File: src/clk_synth_pkg.sv
// Function
// - output rates selectable; top system rate 32MHz (2X at 64MHz).
// - reference comes from relaxation oscillator, crystal/resonator or external clock.
// - bypass path passes the selected reference straight to the 2X clock.
// - pll path makes 2X equal to reference times eight over postscaler.
// - three-bit postscaler divides by 1, 2, 4, 8, 16 or 32 only.
// - 2X clock at twice the system rate goes to the integration unit.
// - 3X clock at three times the system rate goes to PWM and timers.
// - loss of the pll reference triggers a safety shutdown.
// - relaxation and crystal oscillators can each be powered down alone.
// - relaxation oscillator has a standby state apart from power-down.
// - software can power down the pll.
// - after reset the relaxation oscillator is on and selected, select bit zero.
// - ten-bit trim in bits 0 to 9 adjusts the relaxation oscillator.
// - factory trim is copied into the factory option register in the first cycle after reset.
`default_nettype none
package clk_synth_pkg;
   localparam int SYS_PERIOD_PS = 25000;
   localparam int MAX_SYS_MHZ = 32;
   localparam int LOR_TIME_NS = 1000;
   localparam int LOR_CYCLES = (LOR_TIME_NS * 1000 + SYS_PERIOD_PS - 1) / SYS_PERIOD_PS;
   localparam int PLL_MUL = 8;
   localparam int X3_MUL = 3;
   localparam int DIV_W = 6;
   localparam logic [DIV_W-1:0] X3_DIV = 6'h02;
   localparam logic [DIV_W-1:0] POST_MAX_DIV = 6'h20;
   localparam int TRIM_LSB = 0;
   localparam int TRIM_MSB = 9;
   localparam int TRIM_W = TRIM_MSB - TRIM_LSB + 1;
   localparam logic [TRIM_W-1:0] TRIM_RST = 10'h200;
   localparam logic REF_SELECT_RST = 1'b0;

   typedef enum logic [1:0] {
      SRC_RELAX = 2'b00,
      SRC_XTAL = 2'b01,
      SRC_EXT = 2'b10
   } ref_src_e;

   typedef enum logic {
      PH_LOAD = 1'b0,
      PH_RUN = 1'b1
   } boot_phase_e;

   function automatic logic [DIV_W-1:0] post_div(input logic [2:0] code);
      logic [DIV_W-1:0] d;
      d = POST_MAX_DIV;
      unique case (code)
         3'h0: d = 6'h01;
         3'h1: d = 6'h02;
         3'h2: d = 6'h04;
         3'h3: d = 6'h08;
         3'h4: d = 6'h10;
         default: d = POST_MAX_DIV;
      endcase
      return d;
   endfunction : post_div
endpackage : clk_synth_pkg
`default_nettype wire

File: src/rate_if.sv
`timescale 1ns/1ps
`default_nettype none
interface rate_if;
   import clk_synth_pkg::*;
   logic ev;
   logic clr;
   logic [DIV_W-1:0] div;
   logic tick;
   modport src (output ev, output clr, output div, input tick);
   modport gen (input ev, input clr, input div, output tick);
endinterface : rate_if
`default_nettype wire

File: src/clock_synthesis_unit.sv
`timescale 1ns/1ps
`default_nettype none
module clock_synthesis_unit
   import clk_synth_pkg::*;
#(
   parameter int LOR_CYC = LOR_CYCLES,
   parameter int CRED_W = 6
) (
   input wire logic clk_sys_i,
   input wire logic rst_i,
   input wire logic relax_clk_i,
   input wire logic xtal_clk_i,
   input wire logic ext_clk_i,
   input wire logic ref_select_i,
   input wire logic ext_kind_i,
   input wire logic pll_select_i,
   input wire logic [2:0] post_code_i,
   input wire logic relax_pd_i,
   input wire logic relax_stby_i,
   input wire logic xtal_pd_i,
   input wire logic pll_pd_i,
   input wire logic trim_wr_i,
   input wire logic [TRIM_W-1:0] trim_data_i,
   input wire logic [TRIM_W-1:0] factory_trim_i,
   input wire logic loss_clear_i,
   output logic clk2x_o,
   output logic clk3x_o,
   output logic relax_en_o,
   output logic relax_stby_o,
   output logic xtal_en_o,
   output logic pll_en_o,
   output logic [TRIM_W-1:0] trim_o,
   output logic [TRIM_W-1:0] factory_opt_o,
   output logic factory_valid_o,
   output logic ref_loss_o,
   output logic [1:0] active_src_o
);
   localparam int WD_W = $clog2(LOR_CYC + 1);
   localparam logic [WD_W-1:0] WD_LAST = WD_W'(LOR_CYC - 1);

   typedef struct packed {
      logic [2:0] s1;
      logic [2:0] s2;
      logic [2:0] s3;
      logic [2:0] filt;
      logic prev;
      ref_src_e src;
      logic pll_sel;
      logic [2:0] post;
      logic relax_pd;
      logic relax_stby;
      logic xtal_pd;
      logic pll_pd;
      logic [TRIM_W-1:0] trim;
      logic [TRIM_W-1:0] fopt;
      boot_phase_e phase;
      logic [WD_W-1:0] wd;
      logic loss;
      logic x2;
      logic x3;
   } csu_s;

   csu_s st_ff;
   csu_s nxt;
   ref_src_e src_n;
   logic cur_lvl;
   logic cfg_change;
   logic rise;
   logic pll_active;
   logic set_loss;

   rate_if pll_if ();
   rate_if x3_if ();

   // external source choice is software's; stability before switching is its duty
   assign src_n = !ref_select_i ? SRC_RELAX : (ext_kind_i ? SRC_EXT : SRC_XTAL);
   // a stopped oscillator yields no edges, so the watchdog sees it
   always_comb begin
      unique case (st_ff.src)
         SRC_RELAX: cur_lvl = st_ff.filt[0] & ~st_ff.relax_pd;
         SRC_XTAL: cur_lvl = st_ff.filt[1] & ~st_ff.xtal_pd;
         SRC_EXT: cur_lvl = st_ff.filt[2];
         default: cur_lvl = 1'b0;
      endcase
   end
   assign cfg_change = (src_n != st_ff.src) || (pll_select_i != st_ff.pll_sel)
      || (post_code_i != st_ff.post);
   assign rise = cur_lvl & ~st_ff.prev & ~cfg_change;
   assign pll_active = st_ff.pll_sel & ~st_ff.pll_pd;
   assign set_loss = pll_active && !rise && !cfg_change && st_ff.wd == WD_LAST;

   // multiplier of 8 on an 8MHz reference at divide 1 gives the 64MHz 2X ceiling
   assign pll_if.ev = rise & pll_active;
   assign pll_if.clr = cfg_change | ~pll_active;
   assign pll_if.div = post_div(st_ff.post);
   assign x3_if.ev = st_ff.x2;
   assign x3_if.clr = cfg_change | st_ff.loss;
   assign x3_if.div = X3_DIV;

   rate_gen #(.MUL(PLL_MUL), .CRED_W(CRED_W)) u_pll (
      .clk_sys_i(clk_sys_i),
      .rst_i(rst_i),
      .rif(pll_if.gen)
   );
   // 3 credits per 2X tick, one 3X tick per 2 credits: 1.5x the 2X rate
   rate_gen #(.MUL(X3_MUL), .CRED_W(CRED_W)) u_x3 (
      .clk_sys_i(clk_sys_i),
      .rst_i(rst_i),
      .rif(x3_if.gen)
   );

   always_comb begin
      nxt = st_ff;
      nxt.s1 = {ext_clk_i, xtal_clk_i, relax_clk_i};
      nxt.s2 = st_ff.s1;
      nxt.s3 = st_ff.s2;
      nxt.filt = (st_ff.s2 & ~(st_ff.s2 ^ st_ff.s3)) | (st_ff.filt & (st_ff.s2 ^ st_ff.s3));
      nxt.src = src_n;
      nxt.pll_sel = pll_select_i;
      nxt.post = post_code_i;
      nxt.relax_pd = relax_pd_i;
      nxt.relax_stby = relax_stby_i;
      nxt.xtal_pd = xtal_pd_i;
      nxt.pll_pd = pll_pd_i;
      // forcing prev high drops the partial half period of the new source
      nxt.prev = cfg_change ? 1'b1 : cur_lvl;
      if (st_ff.phase == PH_LOAD) begin
         nxt.fopt = factory_trim_i;
         nxt.phase = PH_RUN;
      end
      if (trim_wr_i) begin
         nxt.trim = trim_data_i;
      end
      if (!pll_active || rise || cfg_change) begin
         nxt.wd = '0;
      end else if (st_ff.wd != WD_LAST) begin
         nxt.wd = WD_W'(st_ff.wd + 1'b1);
      end
      if (set_loss) begin
         nxt.loss = 1'b1;
      end else if (loss_clear_i) begin
         nxt.loss = 1'b0;
      end
      nxt.x2 = ~nxt.loss & (st_ff.pll_sel ? pll_if.tick : rise);
      nxt.x3 = ~nxt.loss & x3_if.tick;
   end

   always_ff @(posedge clk_sys_i or posedge rst_i) begin
      if (rst_i) begin
         st_ff <= '0;
         st_ff.prev <= 1'b1;
         st_ff.trim <= TRIM_RST;
      end else begin
         st_ff <= nxt;
      end
   end

   assign clk2x_o = st_ff.x2;
   assign clk3x_o = st_ff.x3;
   assign relax_en_o = ~st_ff.relax_pd;
   assign relax_stby_o = st_ff.relax_stby & ~st_ff.relax_pd;
   assign xtal_en_o = ~st_ff.xtal_pd;
   assign pll_en_o = ~st_ff.pll_pd;
   assign trim_o = st_ff.trim;
   assign factory_opt_o = st_ff.fopt;
   assign factory_valid_o = st_ff.phase == PH_RUN;
   assign ref_loss_o = st_ff.loss;
   assign active_src_o = st_ff.src;

   chk_reset_relax: assert property (
      @(posedge clk_sys_i) rst_i |-> relax_en_o && active_src_o == SRC_RELAX
         && !ref_loss_o && !clk2x_o)
      else $error("reset state not on relaxation oscillator");
   chk_bypass_pass: assert property (
      @(posedge clk_sys_i) disable iff (rst_i)
      !st_ff.pll_sel && rise && !set_loss && !st_ff.loss |=> clk2x_o)
      else $error("bypass edge not passed to 2X");
   chk_post_div: assert property (
      @(posedge clk_sys_i) disable iff (rst_i)
      pll_if.div inside {6'h01, 6'h02, 6'h04, 6'h08, 6'h10, 6'h20})
      else $error("postscaler divisor illegal");
   chk_post_high: assert property (
      @(posedge clk_sys_i) disable iff (rst_i)
      post_code_i > 3'h5 && !cfg_change |-> pll_if.div == POST_MAX_DIV)
      else $error("high postscaler code not divide by 32");
   chk_pll_off: assert property (
      @(posedge clk_sys_i) disable iff (rst_i)
      pll_active == 1'b0 && st_ff.pll_sel ##1 st_ff.pll_sel |=> !clk2x_o)
      else $error("2X runs with pll powered down");
   chk_loss_timeout: assert property (
      @(posedge clk_sys_i) disable iff (rst_i)
      set_loss |=> ref_loss_o ##1 !(clk2x_o || clk3x_o))
      else $error("lost reference not shut down");
   chk_loss_gate: assert property (
      @(posedge clk_sys_i) disable iff (rst_i)
      ref_loss_o |-> !clk2x_o && !clk3x_o)
      else $error("clock out during shutdown");
   chk_factory_copy: assert property (
      @(posedge clk_sys_i) disable iff (rst_i)
      !factory_valid_o |=> factory_valid_o && factory_opt_o == $past(factory_trim_i))
      else $error("factory trim not captured");
   chk_trim_write: assert property (
      @(posedge clk_sys_i) disable iff (rst_i)
      trim_wr_i |=> trim_o == $past(trim_data_i))
      else $error("trim write lost");
   chk_pd_split: assert property (
      @(posedge clk_sys_i) disable iff (rst_i)
      xtal_pd_i && !relax_pd_i |=> !xtal_en_o && relax_en_o)
      else $error("oscillator power-down not independent");
   chk_stby_apart: assert property (
      @(posedge clk_sys_i) disable iff (rst_i)
      relax_stby_o |-> relax_en_o)
      else $error("standby reported while powered down");
   chk_stby_entry: assert property (
      @(posedge clk_sys_i) disable iff (rst_i)
      relax_stby_i && !relax_pd_i |=> relax_stby_o && relax_en_o)
      else $error("standby request not taken");
   chk_switch_clean: assert property (
      @(posedge clk_sys_i) disable iff (rst_i)
      cfg_change && !st_ff.pll_sel |=> !clk2x_o)
      else $error("pulse emitted on a switch");

   cov_bypass_tick: cover property (@(posedge clk_sys_i) disable iff (rst_i)
      !st_ff.pll_sel && clk2x_o);
   cov_pll_tick: cover property (@(posedge clk_sys_i) disable iff (rst_i)
      st_ff.pll_sel && clk2x_o);
   cov_x3_tick: cover property (@(posedge clk_sys_i) disable iff (rst_i) clk3x_o);
   cov_loss: cover property (@(posedge clk_sys_i) disable iff (rst_i) $rose(ref_loss_o));
endmodule : clock_synthesis_unit
`default_nettype wire

File: src/rate_gen.sv
`timescale 1ns/1ps
`default_nettype none
// each input event earns MUL credits; one credit spent per cycle; every div-th spend ticks
module rate_gen
   import clk_synth_pkg::*;
#(
   parameter int MUL = 8,
   parameter int CRED_W = 6
) (
   input wire logic clk_sys_i,
   input wire logic rst_i,
   rate_if.gen rif
);
   typedef struct packed {
      logic [CRED_W-1:0] credit;
      logic [DIV_W-1:0] phase;
      logic tick;
   } rg_s;

   localparam logic [CRED_W:0] CRED_MAX = {1'b0, {CRED_W{1'b1}}};
   rg_s st_ff;
   rg_s nxt;
   logic spend;
   logic [CRED_W:0] sum;

   always_comb begin
      nxt = st_ff;
      spend = st_ff.credit != '0;
      // saturates when the event rate times MUL exceeds one per cycle
      sum = {1'b0, st_ff.credit} + (rif.ev ? CRED_W'(MUL) : '0) - {{CRED_W{1'b0}}, spend};
      nxt.credit = (sum > CRED_MAX) ? CRED_MAX[CRED_W-1:0] : sum[CRED_W-1:0];
      nxt.tick = spend && (st_ff.phase >= DIV_W'(rif.div - 1'b1));
      if (spend) begin
         nxt.phase = nxt.tick ? '0 : DIV_W'(st_ff.phase + 1'b1);
      end
      if (rif.clr) begin
         nxt = '0;
      end
   end

   always_ff @(posedge clk_sys_i or posedge rst_i) begin
      if (rst_i) begin
         st_ff <= '0;
      end else begin
         st_ff <= nxt;
      end
   end

   assign rif.tick = st_ff.tick;

   chk_credit_gain: assert property (
      @(posedge clk_sys_i) disable iff (rst_i)
      rif.ev && !rif.clr && st_ff.credit == '0 |=> st_ff.credit == CRED_W'(MUL))
      else $error("credit gain per event wrong");
   chk_clear_quiet: assert property (
      @(posedge clk_sys_i) disable iff (rst_i)
      rif.clr |=> !rif.tick && st_ff.credit == '0)
      else $error("clear left a pending tick");
   chk_tick_spacing: assert property (
      @(posedge clk_sys_i) disable iff (rst_i)
      rif.tick && rif.div > 6'h01 && !rif.clr |=> !rif.tick)
      else $error("ticks closer than divisor allows");
endmodule : rate_gen
`default_nettype wire

File: config.mk
export PLATFORM = sky130hd
export DESIGN_NAME = clock_synthesis_unit
export DESIGN_NICKNAME = d
export VERILOG_FILES = /design/src/clk_synth_pkg.sv /design/src/rate_if.sv /design/src/clock_synthesis_unit.sv /design/src/rate_gen.sv
export SDC_FILE = /design/constraint.sdc
export NUM_CORES = 1
export LEC_CHECK = 0
export BUFFER_PORTS_ARGS = -buffer_cell sky130_fd_sc_hd__buf_4
export CORE_ASPECT_RATIO = 0.8
export CORE_MARGIN = 1.5
export CORE_UTILIZATION = 50
export DETAILED_ROUTE_END_ITERATION = 12
export GPL_ROUTABILITY_DRIVEN = 0
export PLACE_DENSITY = 0.83
export SLEW_MARGIN = 20
export SYNTH_ARGS = -nofsm -noshare
export SYNTH_HDL_FRONTEND = slang
export SYNTH_SLANG_ARGS = --single-unit
File: constraint.sdc
create_clock -name clk_sys_i -period 7.65 [get_ports clk_sys_i]
set_input_delay 0.3825 -clock clk_sys_i [delete_from_list [all_inputs] [get_ports clk_sys_i]]
set_output_delay 0.3825 -clock clk_sys_i [all_outputs]
set_load 0.01 [all_outputs]
# Yosys cells after proc, flatten, opt, wreduce, memory -nomap -nowiden

Cells that the tools add are included.
W data, S select, Z words.

Flip-flop bits (word level): 79
Input bits: 37
Logic and storage cells: 110

Add/subtract/negate cells: 8
Magnitude comparators: 4
Equality and inequality tests: 11
Multiplexer cells: 20
Bitwise gates (word level): 23
Reduce and logical (&&, ||, !) cells: 19

Operator list:

| kind                  | count |
|---|---|
| $mux W6               | 8 |
| $pmux W6 S5           | 1 |
| $mux W13              | 2 |
| $add A6 B1 Y6 const B | 3 |
| $add A6 B7 Y7         | 2 |
| $gt A7 B6 Y1 const B  | 2 |
| $sub A7 B1 Y7         | 2 |
| $reduce_bool A6 Y1    | 2 |
| $and A1 B1 Y1         | 9 |
| $not A1 Y1            | 7 |
| $and A3 B3 Y3         | 2 |
| $eq A3 B2 Y1 const B  | 2 |
| $eq A6 B6 Y1 const B  | 1 |
| $ge A6 B1 Y1 const B  | 1 |
| $ge A6 B6 Y1          | 1 |
| $mux W2               | 3 |
| $ne A6 B6 Y1 const B  | 1 |
| $reduce_bool A2 Y1    | 3 |
| $sub A6 B1 Y6 const B | 1 |
| $logic_and A1 B1 Y1   | 5 |
| $logic_or A1 B1 Y1    | 4 |
| $mux W1               | 4 |
| $mux W4               | 1 |
| $eq A3 B1 Y1 const B  | 1 |
| 14 further kinds      | 17 |

# Longest topological paths before layout

Word-level depth: 14
Gate-level depth with buffers: 15

# Hierarchy

Synthesis repeated with hierarchy kept, for this count alone.

Cells, all modules: 408
Area total of the unflattened synthesis: 4433.0 µm²

By module, submodules not included:

| module               | instances | cells an instance | area an instance (µm²) | seq. area each (µm²) |
|---|---|---|---|---|
| clock_synthesis_unit | 1         | 167               | 2207.1                 | 1328.8 |
| rate_gen (u_x3)      | 1         | 128               | 1182.4                 | 325.3 |
| rate_gen (u_pll)     | 1         | 113               | 1043.5                 | 325.3 |

# Worst setup path after synthesis

No wires, ideal clock.

Path type: register -> register
From: register st_ff (netlist bit active_src_o[1])
To: register u_pll.st_ff[7] (netlist bit)
Arrival time: 2.937 ns
Data required time: 7.514 ns
Slack: 4.577 ns
Stages on the path, launching flop included: 13
Buffers on the path: 0
Period minus slack after synthesis: 3.073 ns
Cell sequence: dfrtp_1 -> or3b_1 -> a221o_1 -> or2_4 -> or2_1 -> ha_1 -> inv_1 -> ha_1 -> o21ai_0 -> o21bai_1 -> a21oi_1 -> xnor2_1 -> a21oi_1

RTL lines:

| element                  | line                        | RTL |
|---|---|---|
| start: declaration       | clock_synthesis_unit.sv:63  | `csu_s st_ff;` |
| start signal: assignment | clock_synthesis_unit.sv:154 | `st_ff <= nxt;` |
| end signal: assignment   | rate_gen.sv:45              | `st_ff <= nxt;` |
| end: declaration         | rate_gen.sv:21              | `rg_s st_ff;` |

==> impl_metrics.py <==
metrics = {
    "run_status": {
        "status": "finished, final reports clean",
    },
    "timing": {
        "fin_crit_sh_pct": 45.14,
        "worstMarginPinSlew_ns": 0.8190,
        "finalSetupTns_ns": 0,
        "final-hold-violation-count": 0,
        "setup_viol": 0,
        "rsz0062_at_grt": "no",
        "maxSlewHeadroom_pct": 45.40,
        "whs_ns": 0.1210,
        "max_freq_ghz": 0.2896,
        "clock_skew_ns": 0.01294,
        "drv_slew": 0,
        "finalCriticalPeriod_ns": 3.453,
    },
    "finish": {
        "diodes": 0,
        "drive_gt1_share_pct": 26.30,
        "postLayoutCellArea_um2": 4617,
        "final_common_cell": "dfrtp_1",
        "syn_to_final_growth_pct": 16.33,
        "fin_nets": 486,
        "layout_common_cells": "77 x dfrtp_1, 67 x buf_4, 41 x inv_1",
        "final_cells": 527,
    },
    "cts": {
        "htreeDepth": 3,
        "post-cts-setup-buffers": 0,
        "cts_num_sinks": 79,
        "clk_latency_ns": 0.36,
        "clockBufferDepth": 2,
        "cts_tree": "yes",
        "numCtsBuffers": 9,
        "clkTransAtPathRegs_ns": 0.09,
        "cts-root-buf": "clkbuf_8",
    },
    "global_routing": {
        "grt_max_degree": 68,
        "grt_use_met1_pct": 22.83,
        "antenna_found_initial": 0,
        "grt_pass1_vias": 2712,
        "gr-usage-all-layers_pct": 18.72,
        "grt_overflow": 0,
        "grt_util_met3_pct": 7.239,
        "grt-busiest-layer": "met2",
        "grt_pass1_wl_um": 12100,
        "grt_use_met2_pct": 31.13,
    },
    "logic_synthesis": {
        "synth_area_leaders": "dfrtp_1 49%, ha_1 9.5%, mux2_2 5.7%",
        "synth_edf_count": 0,
        "synth-main-ff-cell": "dfrtp_1",
        "synth_top_cell_by_area": "dfrtp_1",
        "syn_inst": 365,
        "synth-seq-cells": 79,
        "synthArstFlopShare_pct": 100.0,
        "ys_warn_count": 0,
        "synth_seq_area_share_pct": 49.87,
        "syn-cell-area_um2": 3969,
        "synth_top_area_share_pct": 48.55,
        "postSynthAreaPerCell_um2": 10.87,
        "ys_types": 49,
    },
    "drt": {
        "drt_iter0_drc": 160,
        "dr.pass1.iters": 4,
        "drc": 0,
        "vias_per_cell": 5.176,
        "final_antenna_net_count": 0,
        "via_count": 2728,
        "drt-total-wl_um": 7109,
        "routedWlPerCell_um": 13.49,
    },
    "critical_path": {
        "r2r-start": "u_x3.st_ff[12]$_DFF_PP0_",
        "timing.rr.end": "u_x3.st_ff[9]$_DFF_PP0_",
        "cp-start-kind": "register",
        "cpPeakStageDelay_ns": 0.69,
        "cp_num_buf_inv": 4,
        "reg2reg_depth": 13,
        "worstSetupPathType": "register to register",
        "reg2reg_slack_ns": 4.20,
        "crit_chain": "inv_1 > ha_1 > and3_1 > inv_1 > ha_1 > inv_1 > ha_1 > inv_1 > fa_1 > nor2b_1 > o221ai_1 > o311ai_1 > a21oi_1",
        "worstSetupEndpointType": "register",
        "crit_top_cell": "inv_1",
        "cp_max_fo": 7,
        "required_ns": 7.84,
        "slowest_stage": "o311ai_1",
        "path_delay_family": "compound AO/OA/AOI/OAI gates",
        "cp.arrival_ns": 3.64,
    },
    "placement": {
        "dp.cells": 510,
        "numPortBuffers": 66,
        "dpl_cell_area_um2": 4419,
        "dp_hpwl_um": 5238,
    },
    "power": {
        "power_uw": 816.3,
        "powerDensity_nw_per_um2": 176.8,
        "peakVddDrop_uv": 139.3,
        "p_leak_uw": 0.002114,
    },
    "die": {
        "die_x_um": 102.6,
        "coreArea_um2": 7532,
        "die-height_um": 82.69,
        "std_cell_rows": 28,
        "dieArea_um2": 8484,
        "top_level_ports": 67,
        "initial_core_util_pct": 52.69,
    },
    "worst_hold_path": {
        "holdPathStages": 1,
        "hold_start": "relax_clk_i",
        "holdCritPathClass": "input pin to register",
        "hold_end": "nxt[47]$_DFF_PP0_",
    },
    "flow_run": {
        "drv_cap": 0,
    },
}
## repair_timing
item                                    4_1_cts  5_1_grt
hold buffers                                  1        0
endpoints found under the setup margin        0        0
hold endpoints to repair                     12        0
gates resized for setup                       0        0
## per-layer routing
metal  part of all wire [%]  vias to the layer above
li1                       -                     1319
met1                     44                     1316
met2                     47                       82
met3                    8.0                       11
met4                    1.3                        0
met5                      0                        -
## cells by family after synthesis
group	share of synthesized area, %
xor gates and xnor gates	3.752
other	0.09449
AOI/OAI and AO/OA	8.859
adders and majority gates	11.22
DFF	49.87
buffers and inverters	8.701
muxes	5.927
and+or+nand+nor	11.57
## flip-flops by register name (all words and copies together) (netlist names), named ones only
register	count
st_ff	18
u_pll.st_ff	12
u_x3.st_ff	12
factory_opt_o	10
trim_o	10
nxt	6
active_src_o	2
clk2x_o	1
clk3x_o	1
factory_valid_o	1
ref_loss_o	1
u_pll.rif.tick	1
u_x3.rif.tick	1
## area by class of cell
type                            instances  area [um2]
Multi-Input combinational cell        217        1648
Timing Repair Buffer                   68       513.0
Sequential cell                        79        1979
Clock inverter                          6       50.05
Clock buffer                           10       137.6
Fill cell                             584        2915
Tap cell                              105       131.4
Inverter                               42       157.7
## Yosys cell counts, types with 2 or more instances
cell type  count
a211oi_1       3
a21o_1         6
a21oi_1       25
a31oi_1        6
and2_1         2
buf_4         22
clkbuf_1       6
dfrtp_1       77
dfstp_2        2
fa_1           2
ha_1          30
inv_1         42
maj3_1         3
mux2_2        20
nand2_1       15
nand2b_1       4
nand3_1       17
nand3b_1       2
nand4_1        2
nor2_1        16
nor2b_1        5
nor3_1        11
nor3b_1        2
o211a_1        3
o21ai_0        2
or2_2          2
xnor2_1       13
xor2_1         4
## report_power, final
group / switching, uW / internal [uW]
registers: 11.6 / 435
logic: 33.2 / 44.3
clock network: 161 / 131
total: 206 / 610
## worst max path at each step
stage / end / slack (ns) / from / depth (start not counted)
global route: u_x3.st_ff[10]$_DFF_PP0_ / 3.88 / u_x3.st_ff[12]$_DFF_PP0_ / 13
finish: u_x3.st_ff[9]$_DFF_PP0_ / 4.20 / u_x3.st_ff[12]$_DFF_PP0_ / 13
floorplan: u_pll.st_ff[7]$_DFF_PP0_ / 4.58 / active_src_o[1]$_DFF_PP0_ / 12
detailed placement: u_pll.st_ff[9]$_DFF_PP0_ / 4.25 / post_code_i[0] / 14
global placement: u_pll.st_ff[7]$_DFF_PP0_ / 4.32 / post_code_i[1] / 14
CTS: u_x3.st_ff[11]$_DFF_PP0_ / 4.23 / u_x3.st_ff[12]$_DFF_PP0_ / 13
## metrics by stage
stage	worst slack, ns	utilization, %
final	4.197	61.30
after global routing	3.875	61.30
after CTS	4.227	61.30
after detailed placement	4.250	58.67
after global placement	4.323	58.67
after floorplan	4.577	-
Power figures use the tool's default switching activity.
